==> config.mk <==
export PLATFORM = sky130hd
export DESIGN_NAME = stack_pointer_push_pop_unit
export DESIGN_NICKNAME = d
export VERILOG_FILES = /design/src/common/stack_unit_pkg.sv /design/src/common/mem_req_if.sv /design/src/logic/stack_mem_port.sv /design/src/logic/stack_pointer_push_pop_unit.sv
export SDC_FILE = /design/constraint.sdc
export NUM_CORES = 1
export LEC_CHECK = 0
export BUFFER_PORTS_ARGS = -buffer_cell sky130_fd_sc_hd__buf_2
export CORE_AREA = 5 5 221 223
export CTS_CLUSTER_SIZE = 16
export DETAILED_ROUTE_END_ITERATION = 7
export DIE_AREA = 0 0 226 228
export PLACE_DENSITY = 0.65
export SLEW_MARGIN = 20
export SYNTH_ARGS = -nofsm -noshare
export SYNTH_HDL_FRONTEND = slang
export SYNTH_SLANG_ARGS = --single-unit
==> constraint.sdc <==
create_clock -name core_clk -period 5.3 [get_ports core_clk]
set_input_delay 1.06 -clock core_clk [delete_from_list [all_inputs] [get_ports core_clk]]
set_output_delay 1.06 -clock core_clk [all_outputs]
set_load 0.05 [all_outputs]
==> src/common/stack_unit_pkg.sv <==
// Constants, types and helpers of the stack pointer push/pop unit.
package stack_unit_pkg;

    // ****************************************
    // Widths
    // ****************************************
    localparam int PTR_W  = 64;
    localparam int DATA_W = 64;
    localparam int SEL_W  = 16;
    localparam int BYTE_W = 4;

    // ****************************************
    // Operations and address sizes
    // ****************************************
    typedef enum logic [2:0] {
        OP_PUSH,
        OP_POP,
        OP_PUSH_SEG,
        OP_LOAD_FAR,
        OP_LOAD_SEL,
        OP_LOAD_PTR
    } stack_op_e;

    typedef enum logic [1:0] {
        ASZ_16,
        ASZ_32,
        ASZ_64
    } asz_e;

    // ****************************************
    // Steps, masks and reset values
    // ****************************************
    localparam logic [BYTE_W-1:0] STEP_WORD  = 4'h2;
    localparam logic [BYTE_W-1:0] STEP_DWORD = 4'h4;
    localparam logic [BYTE_W-1:0] STEP_QWORD = 4'h8;
    localparam logic [PTR_W-1:0]  MASK_16    = 64'h0000_0000_0000_ffff;
    localparam logic [PTR_W-1:0]  MASK_32    = 64'h0000_0000_ffff_ffff;
    localparam logic [PTR_W-1:0]  PTR_RST    = 64'h0;
    localparam logic [SEL_W-1:0]  SEL_RST    = 16'h0;

    // Byte mask for a data item of the given size.
    function automatic logic [DATA_W-1:0] item_mask(
        input logic [BYTE_W-1:0] bytes);
        if (bytes == STEP_WORD) begin
            return MASK_16;
        end else if (bytes == STEP_DWORD) begin
            return MASK_32;
        end else begin
            return ~64'h0;
        end
    endfunction

endpackage

==> src/common/mem_req_if.sv <==
// Signals between the stack sequencer and its memory port.
interface mem_req_if;
    import stack_unit_pkg::*;

    logic                    req_valid;
    logic                    req_we;
    logic [PTR_W-1:0]        addr;
    logic [DATA_W-1:0]       wdata;
    logic [BYTE_W-1:0]       bytes;
    logic [SEL_W-1:0]        seg;
    logic                    busy;
    logic                    done;
    logic [DATA_W-1:0]       rdata;

    modport core (
        output req_valid, req_we, addr, wdata, bytes, seg,
        input  busy, done, rdata
    );

    modport port (
        input  req_valid, req_we, addr, wdata, bytes, seg,
        output busy, done, rdata
    );
endinterface

==> src/logic/stack_mem_port.sv <==
// Memory port that carries one stack access at a time.
module stack_mem_port
    import stack_unit_pkg::*;
(
    // Clock and reset
    input  wire logic              core_clk,
    input  wire logic              rst_n,
    input  wire logic              clk_en,
    // Sequencer side
    mem_req_if.port                rq,
    // Stack memory pins
    output logic                   mem_req,
    output logic                   mem_we,
    output logic [SEL_W-1:0]       mem_seg,
    output logic [PTR_W-1:0]       mem_addr,
    output logic [DATA_W-1:0]      mem_wdata,
    output logic [BYTE_W-1:0]      mem_bytes,
    input  wire logic              mem_ack,
    input  wire logic [DATA_W-1:0] mem_rdata
);

    typedef enum logic {P_IDLE, P_WAIT} port_state_e;

    port_state_e       pstate_r;
    logic              done_r;
    logic [DATA_W-1:0] rdata_r;

    assign rq.busy  = (pstate_r != P_IDLE);
    assign rq.done  = done_r;
    assign rq.rdata = rdata_r;

    // ****************************************
    // Access sequence
    // ****************************************
    always_ff @(posedge core_clk or negedge rst_n) begin
        if (!rst_n) begin
            pstate_r  <= P_IDLE;
            mem_req   <= 1'b0;
            mem_we    <= 1'b0;
            mem_seg   <= SEL_RST;
            mem_addr  <= PTR_RST;
            mem_wdata <= 64'h0;
            mem_bytes <= 4'h0;
            done_r    <= 1'b0;
        end else if (clk_en) begin
            done_r <= 1'b0;
            case (pstate_r)
                P_IDLE: begin
                    if (rq.req_valid) begin
                        mem_req   <= 1'b1;
                        mem_we    <= rq.req_we;
                        mem_seg   <= rq.seg;
                        mem_addr  <= rq.addr;
                        mem_wdata <= rq.wdata & item_mask(rq.bytes);
                        mem_bytes <= rq.bytes;
                        pstate_r  <= P_WAIT;
                    end
                end
                P_WAIT: begin
                    if (mem_ack) begin
                        mem_req  <= 1'b0;
                        done_r   <= 1'b1;
                        pstate_r <= P_IDLE;
                    end
                end
                default: pstate_r <= P_IDLE;
            endcase
        end
    end

    // Read data is held until the next read completes.
    always_ff @(posedge core_clk or negedge rst_n) begin
        if (!rst_n) begin
            rdata_r <= 64'h0;
        end else if (clk_en && pstate_r == P_WAIT && mem_ack && !mem_we) begin
            rdata_r <= mem_rdata & item_mask(mem_bytes);
        end
    end

endmodule

==> src/logic/stack_pointer_push_pop_unit.sv <==
// Stack pointer and stack segment unit that sequences push and pop.
// Summary of operation
// Push decrements pointer, then writes new top.
// Pop reads top first, then increments pointer.
// Stack accesses always use stack segment selector.
// All stack instructions act on current stack.
// Step size follows code segment width flag.
// Sixteen-bit push on wide stack stays uncorrected.
// Segment selector push keeps full stack alignment.
// No alignment check and no misalignment fault.
// Software should keep the pointer aligned.
// Stack and explicit operand have separate sizes.
// Explicit size is width flag toggled by prefix.
// Size sixteen uses sixteen-bit pointer, wraps FFFFH.
// Stack segment size flag picks default size.
// Stack segment may span full four gigabytes.
// Software loads selector, then loads pointer.
// Combined load writes selector and pointer together.
// Exactly one stack is current at a time.
// Long mode steps eight bytes, keeps alignment.
module stack_pointer_push_pop_unit
    import stack_unit_pkg::*;
(
    // Clock and reset
    input  wire logic              core_clk,
    input  wire logic              rst_n,
    input  wire logic              clk_en,
    // Mode flags
    input  wire logic              code_d,
    input  wire logic              ss_big,
    input  wire logic              long_mode,
    input  wire logic              addr_prefix,
    // Operation request
    input  wire logic              op_valid,
    input  wire stack_op_e         op_kind,
    input  wire logic              item16,
    input  wire logic [DATA_W-1:0] push_data,
    input  wire logic [SEL_W-1:0]  sel_in,
    input  wire logic [PTR_W-1:0]  ptr_in,
    output logic                   op_ready,
    output logic                   op_done,
    output logic [DATA_W-1:0]      pop_data,
    // Stack state
    output logic [SEL_W-1:0]       ss_sel,
    output logic [15:0]            stack_pointer_16,
    output logic [31:0]            stack_pointer_32,
    output logic [PTR_W-1:0]       stack_pointer_full,
    output asz_e                   tos_asz,
    output asz_e                   explicit_asz,
    // Stack memory pins
    output logic                   mem_req,
    output logic                   mem_we,
    output logic [SEL_W-1:0]       mem_seg,
    output logic [PTR_W-1:0]       mem_addr,
    output logic [DATA_W-1:0]      mem_wdata,
    output logic [BYTE_W-1:0]      mem_bytes,
    input  wire logic              mem_ack,
    input  wire logic [DATA_W-1:0] mem_rdata
);

    // ****************************************
    // Helpers
    // ****************************************

    // Moves the pointer by a step, wrapping at the address size.
    function automatic logic [PTR_W-1:0] sp_move(
        input logic [PTR_W-1:0]  ptr,
        input logic [BYTE_W-1:0] step,
        input logic              down,
        input asz_e              asz);
        logic [PTR_W-1:0] delta;
        logic [PTR_W-1:0] sum;
        delta = {60'h0, step};
        sum   = down ? ptr - delta : ptr + delta;
        if (asz == ASZ_16) begin
            return {ptr[63:16], sum[15:0]};
        end else if (asz == ASZ_32) begin
            return {32'h0, sum[31:0]};
        end else begin
            return sum;
        end
    endfunction

    // Address of the top of stack for the given address size.
    function automatic logic [PTR_W-1:0] tos_addr(
        input logic [PTR_W-1:0] ptr,
        input asz_e             asz);
        if (asz == ASZ_16) begin
            return ptr & MASK_16;
        end else if (asz == ASZ_32) begin
            return ptr & MASK_32;
        end else begin
            return ptr;
        end
    endfunction

    // ****************************************
    // State
    // ****************************************
    typedef enum logic [2:0] {
        S_IDLE,
        S_PRE_DEC,
        S_ISSUE,
        S_WAIT,
        S_POST_INC
    } seq_state_e;

    seq_state_e        state_r;
    logic              push_r;
    logic [BYTE_W-1:0] step_r;
    logic [BYTE_W-1:0] item_r;
    asz_e              asz_r;
    logic [DATA_W-1:0] wdata_r;
    logic [PTR_W-1:0]  sp_r;
    logic [SEL_W-1:0]  ss_sel_r;
    logic              done_r;
    logic              op_fire;
    logic [BYTE_W-1:0] width_step;
    asz_e              tos_asz_nxt;

    mem_req_if rq ();

    stack_mem_port u_port (
        .core_clk  (core_clk),
        .rst_n     (rst_n),
        .clk_en    (clk_en),
        .rq        (rq.port),
        .mem_req   (mem_req),
        .mem_we    (mem_we),
        .mem_seg   (mem_seg),
        .mem_addr  (mem_addr),
        .mem_wdata (mem_wdata),
        .mem_bytes (mem_bytes),
        .mem_ack   (mem_ack),
        .mem_rdata (mem_rdata)
    );

    // ****************************************
    // Size attributes
    // ****************************************
    always_comb begin
        if (long_mode) begin
            width_step  = STEP_QWORD;
            tos_asz_nxt = ASZ_64;
        end else begin
            width_step  = code_d ? STEP_DWORD : STEP_WORD;
            tos_asz_nxt = ss_big ? ASZ_32 : ASZ_16;
        end
    end

    // The explicit operand size is separate from the stack size.
    always_comb begin
        if (long_mode) begin
            explicit_asz = addr_prefix ? ASZ_32 : ASZ_64;
        end else if (code_d ^ addr_prefix) begin
            explicit_asz = ASZ_32;
        end else begin
            explicit_asz = ASZ_16;
        end
    end

    assign tos_asz  = tos_asz_nxt;
    assign op_ready = (state_r == S_IDLE);
    assign op_fire  = op_valid && op_ready && clk_en;
    assign op_done  = done_r;
    assign pop_data = rq.rdata;

    // ****************************************
    // Operation latch
    // ****************************************
    always_ff @(posedge core_clk or negedge rst_n) begin
        if (!rst_n) begin
            push_r  <= 1'b0;
            step_r  <= STEP_WORD;
            item_r  <= STEP_WORD;
            asz_r   <= ASZ_16;
            wdata_r <= 64'h0;
        end else if (op_fire) begin
            push_r  <= (op_kind != OP_POP);
            asz_r   <= tos_asz_nxt;
            wdata_r <= (op_kind == OP_PUSH_SEG) ?
                       {48'h0, ss_sel_r} : push_data;
            if (op_kind == OP_PUSH_SEG) begin
                step_r <= width_step;
                item_r <= STEP_WORD;
            end else if (item16) begin
                step_r <= STEP_WORD;
                item_r <= STEP_WORD;
            end else begin
                step_r <= width_step;
                item_r <= width_step;
            end
        end
    end

    // ****************************************
    // Sequencer
    // ****************************************
    always_ff @(posedge core_clk or negedge rst_n) begin
        if (!rst_n) begin
            state_r <= S_IDLE;
            done_r  <= 1'b0;
        end else if (clk_en) begin
            done_r <= 1'b0;
            case (state_r)
                S_IDLE: begin
                    if (op_fire) begin
                        case (op_kind)
                            OP_PUSH, OP_PUSH_SEG: state_r <= S_PRE_DEC;
                            OP_POP:  state_r <= S_ISSUE;
                            default: done_r  <= 1'b1;
                        endcase
                    end
                end
                S_PRE_DEC: state_r <= S_ISSUE;
                S_ISSUE: begin
                    if (!rq.busy) begin
                        state_r <= S_WAIT;
                    end
                end
                S_WAIT: begin
                    if (rq.done) begin
                        if (push_r) begin
                            state_r <= S_IDLE;
                            done_r  <= 1'b1;
                        end else begin
                            state_r <= S_POST_INC;
                        end
                    end
                end
                S_POST_INC: begin
                    state_r <= S_IDLE;
                    done_r  <= 1'b1;
                end
                default: state_r <= S_IDLE;
            endcase
        end
    end

    // Every access carries the current stack selector.
    always_comb begin
        rq.req_valid = (state_r == S_ISSUE) && !rq.busy;
        rq.req_we    = push_r;
        rq.addr      = tos_addr(sp_r, asz_r);
        rq.wdata     = wdata_r;
        rq.bytes     = item_r;
        rq.seg       = ss_sel_r;
    end

    // ****************************************
    // Stack pointer and selector
    // ****************************************
    // The pointer moves freely; an odd value raises nothing.
    always_ff @(posedge core_clk or negedge rst_n) begin
        if (!rst_n) begin
            sp_r <= PTR_RST;
        end else if (clk_en) begin
            if (op_fire && op_kind inside {OP_LOAD_FAR, OP_LOAD_PTR}) begin
                sp_r <= ptr_in;
            end else if (state_r == S_PRE_DEC) begin
                sp_r <= sp_move(sp_r, step_r, 1'b1, asz_r);
            end else if (state_r == S_POST_INC) begin
                sp_r <= sp_move(sp_r, step_r, 1'b0, asz_r);
            end
        end
    end

    always_ff @(posedge core_clk or negedge rst_n) begin
        if (!rst_n) begin
            ss_sel_r <= SEL_RST;
        end else if (op_fire && op_kind inside {OP_LOAD_FAR, OP_LOAD_SEL}) begin
            ss_sel_r <= sel_in;
        end
    end

    assign ss_sel             = ss_sel_r;
    assign stack_pointer_16   = sp_r[15:0];
    assign stack_pointer_32   = sp_r[31:0];
    assign stack_pointer_full = sp_r;

    // ****************************************
    // Assertions
    // ****************************************
    property p_push_dec;
        @(posedge core_clk) disable iff (!rst_n || !clk_en)
        state_r == S_PRE_DEC |=>
            sp_r == sp_move($past(sp_r), $past(step_r), 1'b1, $past(asz_r))
            && state_r == S_ISSUE;
    endproperty
    a_push_dec: assert property (p_push_dec)
        else $error("push write before decrement");

    property p_write_new_top;
        @(posedge core_clk) disable iff (!rst_n || !clk_en)
        (rq.req_valid && rq.req_we) |->
            rq.addr == tos_addr(sp_r, asz_r) && $past(state_r) == S_PRE_DEC;
    endproperty
    a_write_new_top: assert property (p_write_new_top)
        else $error("push write not at new top");

    property p_pop_hold;
        @(posedge core_clk) disable iff (!rst_n || !clk_en)
        (state_r == S_WAIT && !push_r) |=> sp_r == $past(sp_r);
    endproperty
    a_pop_hold: assert property (p_pop_hold)
        else $error("pointer moved before pop read");

    property p_seg_current;
        @(posedge core_clk) disable iff (!rst_n || !clk_en)
        rq.req_valid |=> mem_req && mem_seg == $past(ss_sel_r);
    endproperty
    a_seg_current: assert property (p_seg_current)
        else $error("access not in stack segment");

    property p_step_width;
        @(posedge core_clk) disable iff (!rst_n || !clk_en)
        (op_fire && op_kind == OP_POP && !item16 && !long_mode) |=>
            step_r == ($past(code_d) ? STEP_DWORD : STEP_WORD);
    endproperty
    a_step_width: assert property (p_step_width)
        else $error("pop step ignores width flag");

    property p_seg_align;
        @(posedge core_clk) disable iff (!rst_n || !clk_en)
        (op_fire && op_kind == OP_PUSH_SEG && code_d && !long_mode) |=>
            step_r == STEP_DWORD && item_r == STEP_WORD;
    endproperty
    a_seg_align: assert property (p_seg_align)
        else $error("selector push lost alignment");

    property p_short_push;
        @(posedge core_clk) disable iff (!rst_n || !clk_en)
        (op_fire && op_kind == OP_PUSH && item16) |=> step_r == STEP_WORD;
    endproperty
    a_short_push: assert property (p_short_push)
        else $error("short push step corrected");

    property p_addr16;
        @(posedge core_clk) disable iff (!rst_n || !clk_en)
        (rq.req_valid && asz_r == ASZ_16) |-> rq.addr[63:16] == 48'h0;
    endproperty
    a_addr16: assert property (p_addr16)
        else $error("16-bit stack address above FFFFH");

    property p_far_load;
        @(posedge core_clk) disable iff (!rst_n || !clk_en)
        (op_fire && op_kind == OP_LOAD_FAR) |=>
            ss_sel_r == $past(sel_in) && sp_r == $past(ptr_in) && op_done;
    endproperty
    a_far_load: assert property (p_far_load)
        else $error("combined load failed");

    property p_long_step;
        @(posedge core_clk) disable iff (!rst_n || !clk_en)
        (op_fire && long_mode && !item16) |=> step_r == STEP_QWORD;
    endproperty
    a_long_step: assert property (p_long_step)
        else $error("long mode step not eight bytes");

    property p_explicit;
        @(posedge core_clk) disable iff (!rst_n || !clk_en)
        !long_mode |-> (explicit_asz == ASZ_32) == (code_d ^ addr_prefix);
    endproperty
    a_explicit: assert property (p_explicit)
        else $error("explicit operand size wrong");

endmodule

==> summary.md <==
| Metric | Value |
|---|---|
| Fill count | 4,408 |
| Syn_nets | 2,067 |
| M2 GR Usage | 36.10% |
| Largest net degree at the start of global routing | 113 |
| Crit path time final | 3.504 ns |
| Worst Path Required | 5.79 ns |
| Net Sw Power | 8.018 mW |
| Vias/cell | 5.423 |
| H-tree levels | 2 |
| Clk sinks | 372 |
| Cells after Synth | 1,838 |
| First-pass GRT wire length | 92,110 um |
| Met1 usage | 29.10% |
| CTS max path bufs | 3 |
| Worst slew pin tran | 1.347 ns |
| PnR worst setup slack | 1.796 ns |
| Synth top area share | 52.18% |
| Flop pwr share | 31.8% |
| Commonest non-fill, non-tap cells in the layout | buf_2 (566), nand2_1 (370), dfrtp_1 (370), o21ai_0 (138), nand3_1 (104) |
| Depth of the worst register-to-register path | 10 |
| Tot GR Track Use | 22.18% |
| Count of final setup violators | 0 |
| Static Leak | 10.98 nW |
| Clock skew | 0.02294 ns |
| Comb power frac | 48.5% |
| IO Pins | 569 |
| CP Launch Type | register |
| WHS Path Cells | 2 |
| Cell-internal power | 7.675 mW |
| Final setup TNS | 0 ns |
| Worst-Skew Late Latency | 0.58 ns |
| Place WS | 1.889 ns |
| Post-synthesis sequential area ratio | 52.47% |
| Clock root buffer | clkbuf_16 |
| WL/cell | 20.40 um |
| Initial core utilization | 38.28% |
| Synth Warn # | 0 |
| Post-CTS Setup Bufs | 0 |
| Average size of a mapped cell | 9.655 um2 |
| Slew HR | 9.398% |
| Fin. Hold Viols | 0 |
| Commonest non-fill, non-tap cell in the layout | buf_2 |
| Synth Flop Type | dfrtp_1 |
| Final wirelength | 59,250 um |
| Grt ovf | 0 |
| Max-cap violations | 0 |
| Kind of critical path | register to register |
| Vias | 15,748 |
| Number of global-route vias before repair | 15,649 |
| Total CTS buffers | 43 |
| Max Slew Vio Count | 0 |
| Post-synth ARST share | 100.0% |
| 1st-pass router iterations | 6 |
| Post_cts resized | 0 |
| Mapped Area | 0.01775 mm2 |
| Synth top area cells | dfrtp_1 (52%), nand2_1 (7.8%), mux2_2 (5.3%), o21ai_0 (3.9%), a22o_1 (3.5%) |
| Crit. End Element | register |
| Crit share post-route | 66.11% |
| Crit path DAT | 3.99 ns |
| Grt peak-use layer | met2 |
| Sw frac | 51.09% |
| TritonCTS clock tree | yes |
| Synth Register Bits | 372 |
| Hold-fix buffers, CTS | 0 |
| Post-route ant nets | 0 |
| Die area | 0.05153 mm2 |
| Height of the die | 228 um |
| Clock-pin slew on the worst setup and hold paths | 0.06 ns |
| RSZ-0062 raised after global routing | no |
| Clock group share of total power | 19.7% |
| PortBufs | 567 |
| Share of cells above drive strength 1 | 34.00% |
| Nets | 2,490 |
| Met3 Usage GRT | 5.690% |
| Crit path max fanout | 5 |
| Gpl congestion | 0.9337 |
| Status | complete, no violations |
| Area growth from synthesis to layout | 23.95% |
| Area leader, netlist | dfrtp_1 |
| Initial DRC Count | 1,333 |
| DRC errors left | 0 |
| Hold WS | 0.4664 ns |
| Synth cell types | 64 |
| Pwr/cell area | 713.4 mW/mm2 |
| DP HPWL | 43,330 um |
| Die W | 226 um |
| FP Rows | 79 |
| Core area | 0.04636 mm2 |
| Antenna violations before repair | 10 |
| Fmax | 0.2854 GHz |
| Hold Path Class | register to register |
| Peak supply drop | 0.0006699 V |
| Number of synthesized flops with an enable pin | 0 |
through the flow:
step | cell area, um2 | utilization (%) | total power [mW] | cells
6_report | 22000 | 47.45 | 15.69 | 2904
5_1_grt | 21990 | 47.44 | 16.54 | 2903
4_1_cts | 21980 | 47.42 | 15.81 | 2901
3_5_place_dp | 20510 | 44.25 | 12.68 | 2823
3_3_place_gp | 20510 | 44.24 | 12.55 | 2823
2_1_floorplan | 17750 | - | 10.87 | 1838
flip-flops by register name (all words and copies together), names as in the netlist:
signal              cells
rq.wdata               64
u_port.mem_wdata       64
u_port.rq.rdata        64
ss_sel                 16
step_r                  3
stack_pointer_full     64
u_port.mem_we           1
push_r                  1
u_port.mem_addr        64
u_port.mem_seg         16
u_port.mem_req          1
u_port.rq.busy          1
op_done                 1
u_port.mem_bytes        3
asz_r                   2
u_port.rq.done          1
state_r                 3
item_r                  3
worst max-delay path, stage by stage (launching register included):
cell and delay, ns:
dfstp_2 0.55, ha_1 0.18, inv_1 0.07, fa_1 0.41, a211oi_1 0.36, nand4b_1 0.31, or3_4 0.50, or3_4 0.39
o31a_1 0.26, or3_1 0.30, nand3_1 0.09
synthesized netlist by cell type (all sizes together) (3+ instances only):
library cell,instances
inv,16
mux2i,23
clkbuf,127
and3,6
nor3,41
a22o,70
nor2b,8
a211o,6
nand4b,3
a211oi,3
o22ai,7
a22oi,22
or4,15
a21oi,46
xnor2,20
o211ai,7
o32ai,4
nand3,105
o311ai,8
o21ai,141
nand2b,3
nor4,25
and4,6
o41ai,3
mux2,83
a221o,4
nand2,371
nand4,28
o21a,4
nor3b,6
ha,6
and2,9
or2,14
dfrtp,370
o211a,3
o31ai,3
xor2,11
buf,81
nor2,76
or3,21
a31oi,12
or3b,5
final cells by class:
class                           instances  area, um2  area share, %
Tap cell                              607      759.5          3.453
Timing Repair Buffer                  586       3015          13.71
Sequential cell                       372       9311          42.33
Antenna cell                            3      7.507        0.03413
Clock buffer                           51       1126          5.119
Clock inverter                         27      344.1          1.564
Inverter                               16      60.06         0.2730
Multi-Input combinational cell       1242       7372          33.52
kinds of logic (layout without fill, tap and decap cells):
logic type / after synthesis / in the layout / synth area share [%]
xor+xnor: 31 / 31 / 1.530
flops: 372 / 372 / 52.47
buf+inv: 224 / 680 / 6.261
fa+ha+maj: 8 / 8 / 0.6487
compound gates: 351 / 351 / 12.96
other cells: 1 / 4 / 0.02113
simple gates: 745 / 745 / 19.54
mux: 106 / 106 / 6.564
worst paths after layout:
kind,from,to,slack [ns]
worst max-delay path,step_r[1],stack_pointer_full[53],1.80
worst min-delay path,rq.wdata[29],rq.wdata[29],0.47
worst max register to register,step_r[1],stack_pointer_full[53],1.80
worst min register to register,rq.wdata[29],rq.wdata[29],0.47
max in group asynchronous,rst_n,rq.wdata[51],3.55
min in group asynchronous,rst_n,u_port.mem_addr[31],0.57
power groups by stage:
stage	combinational [mW]	clock, mW	sequential, mW
floorplan	3.54	0	7.33
global placement	7.60	0	4.96
detailed placement	7.66	0	5.01
CTS	7.67	3.17	4.98
global route	8.09	3.29	5.16
finish	7.62	3.09	4.99
layer usage:
metal | part of all wire [%] | up-vias
met1 | 40 | 7718
li1 | - | 7244
met4 | 2.8 | 8
met2 | 48 | 669
met5 | 0.071 | -
met3 | 8.9 | 109
No activity file was read; power rests on OpenSTA's default activity.
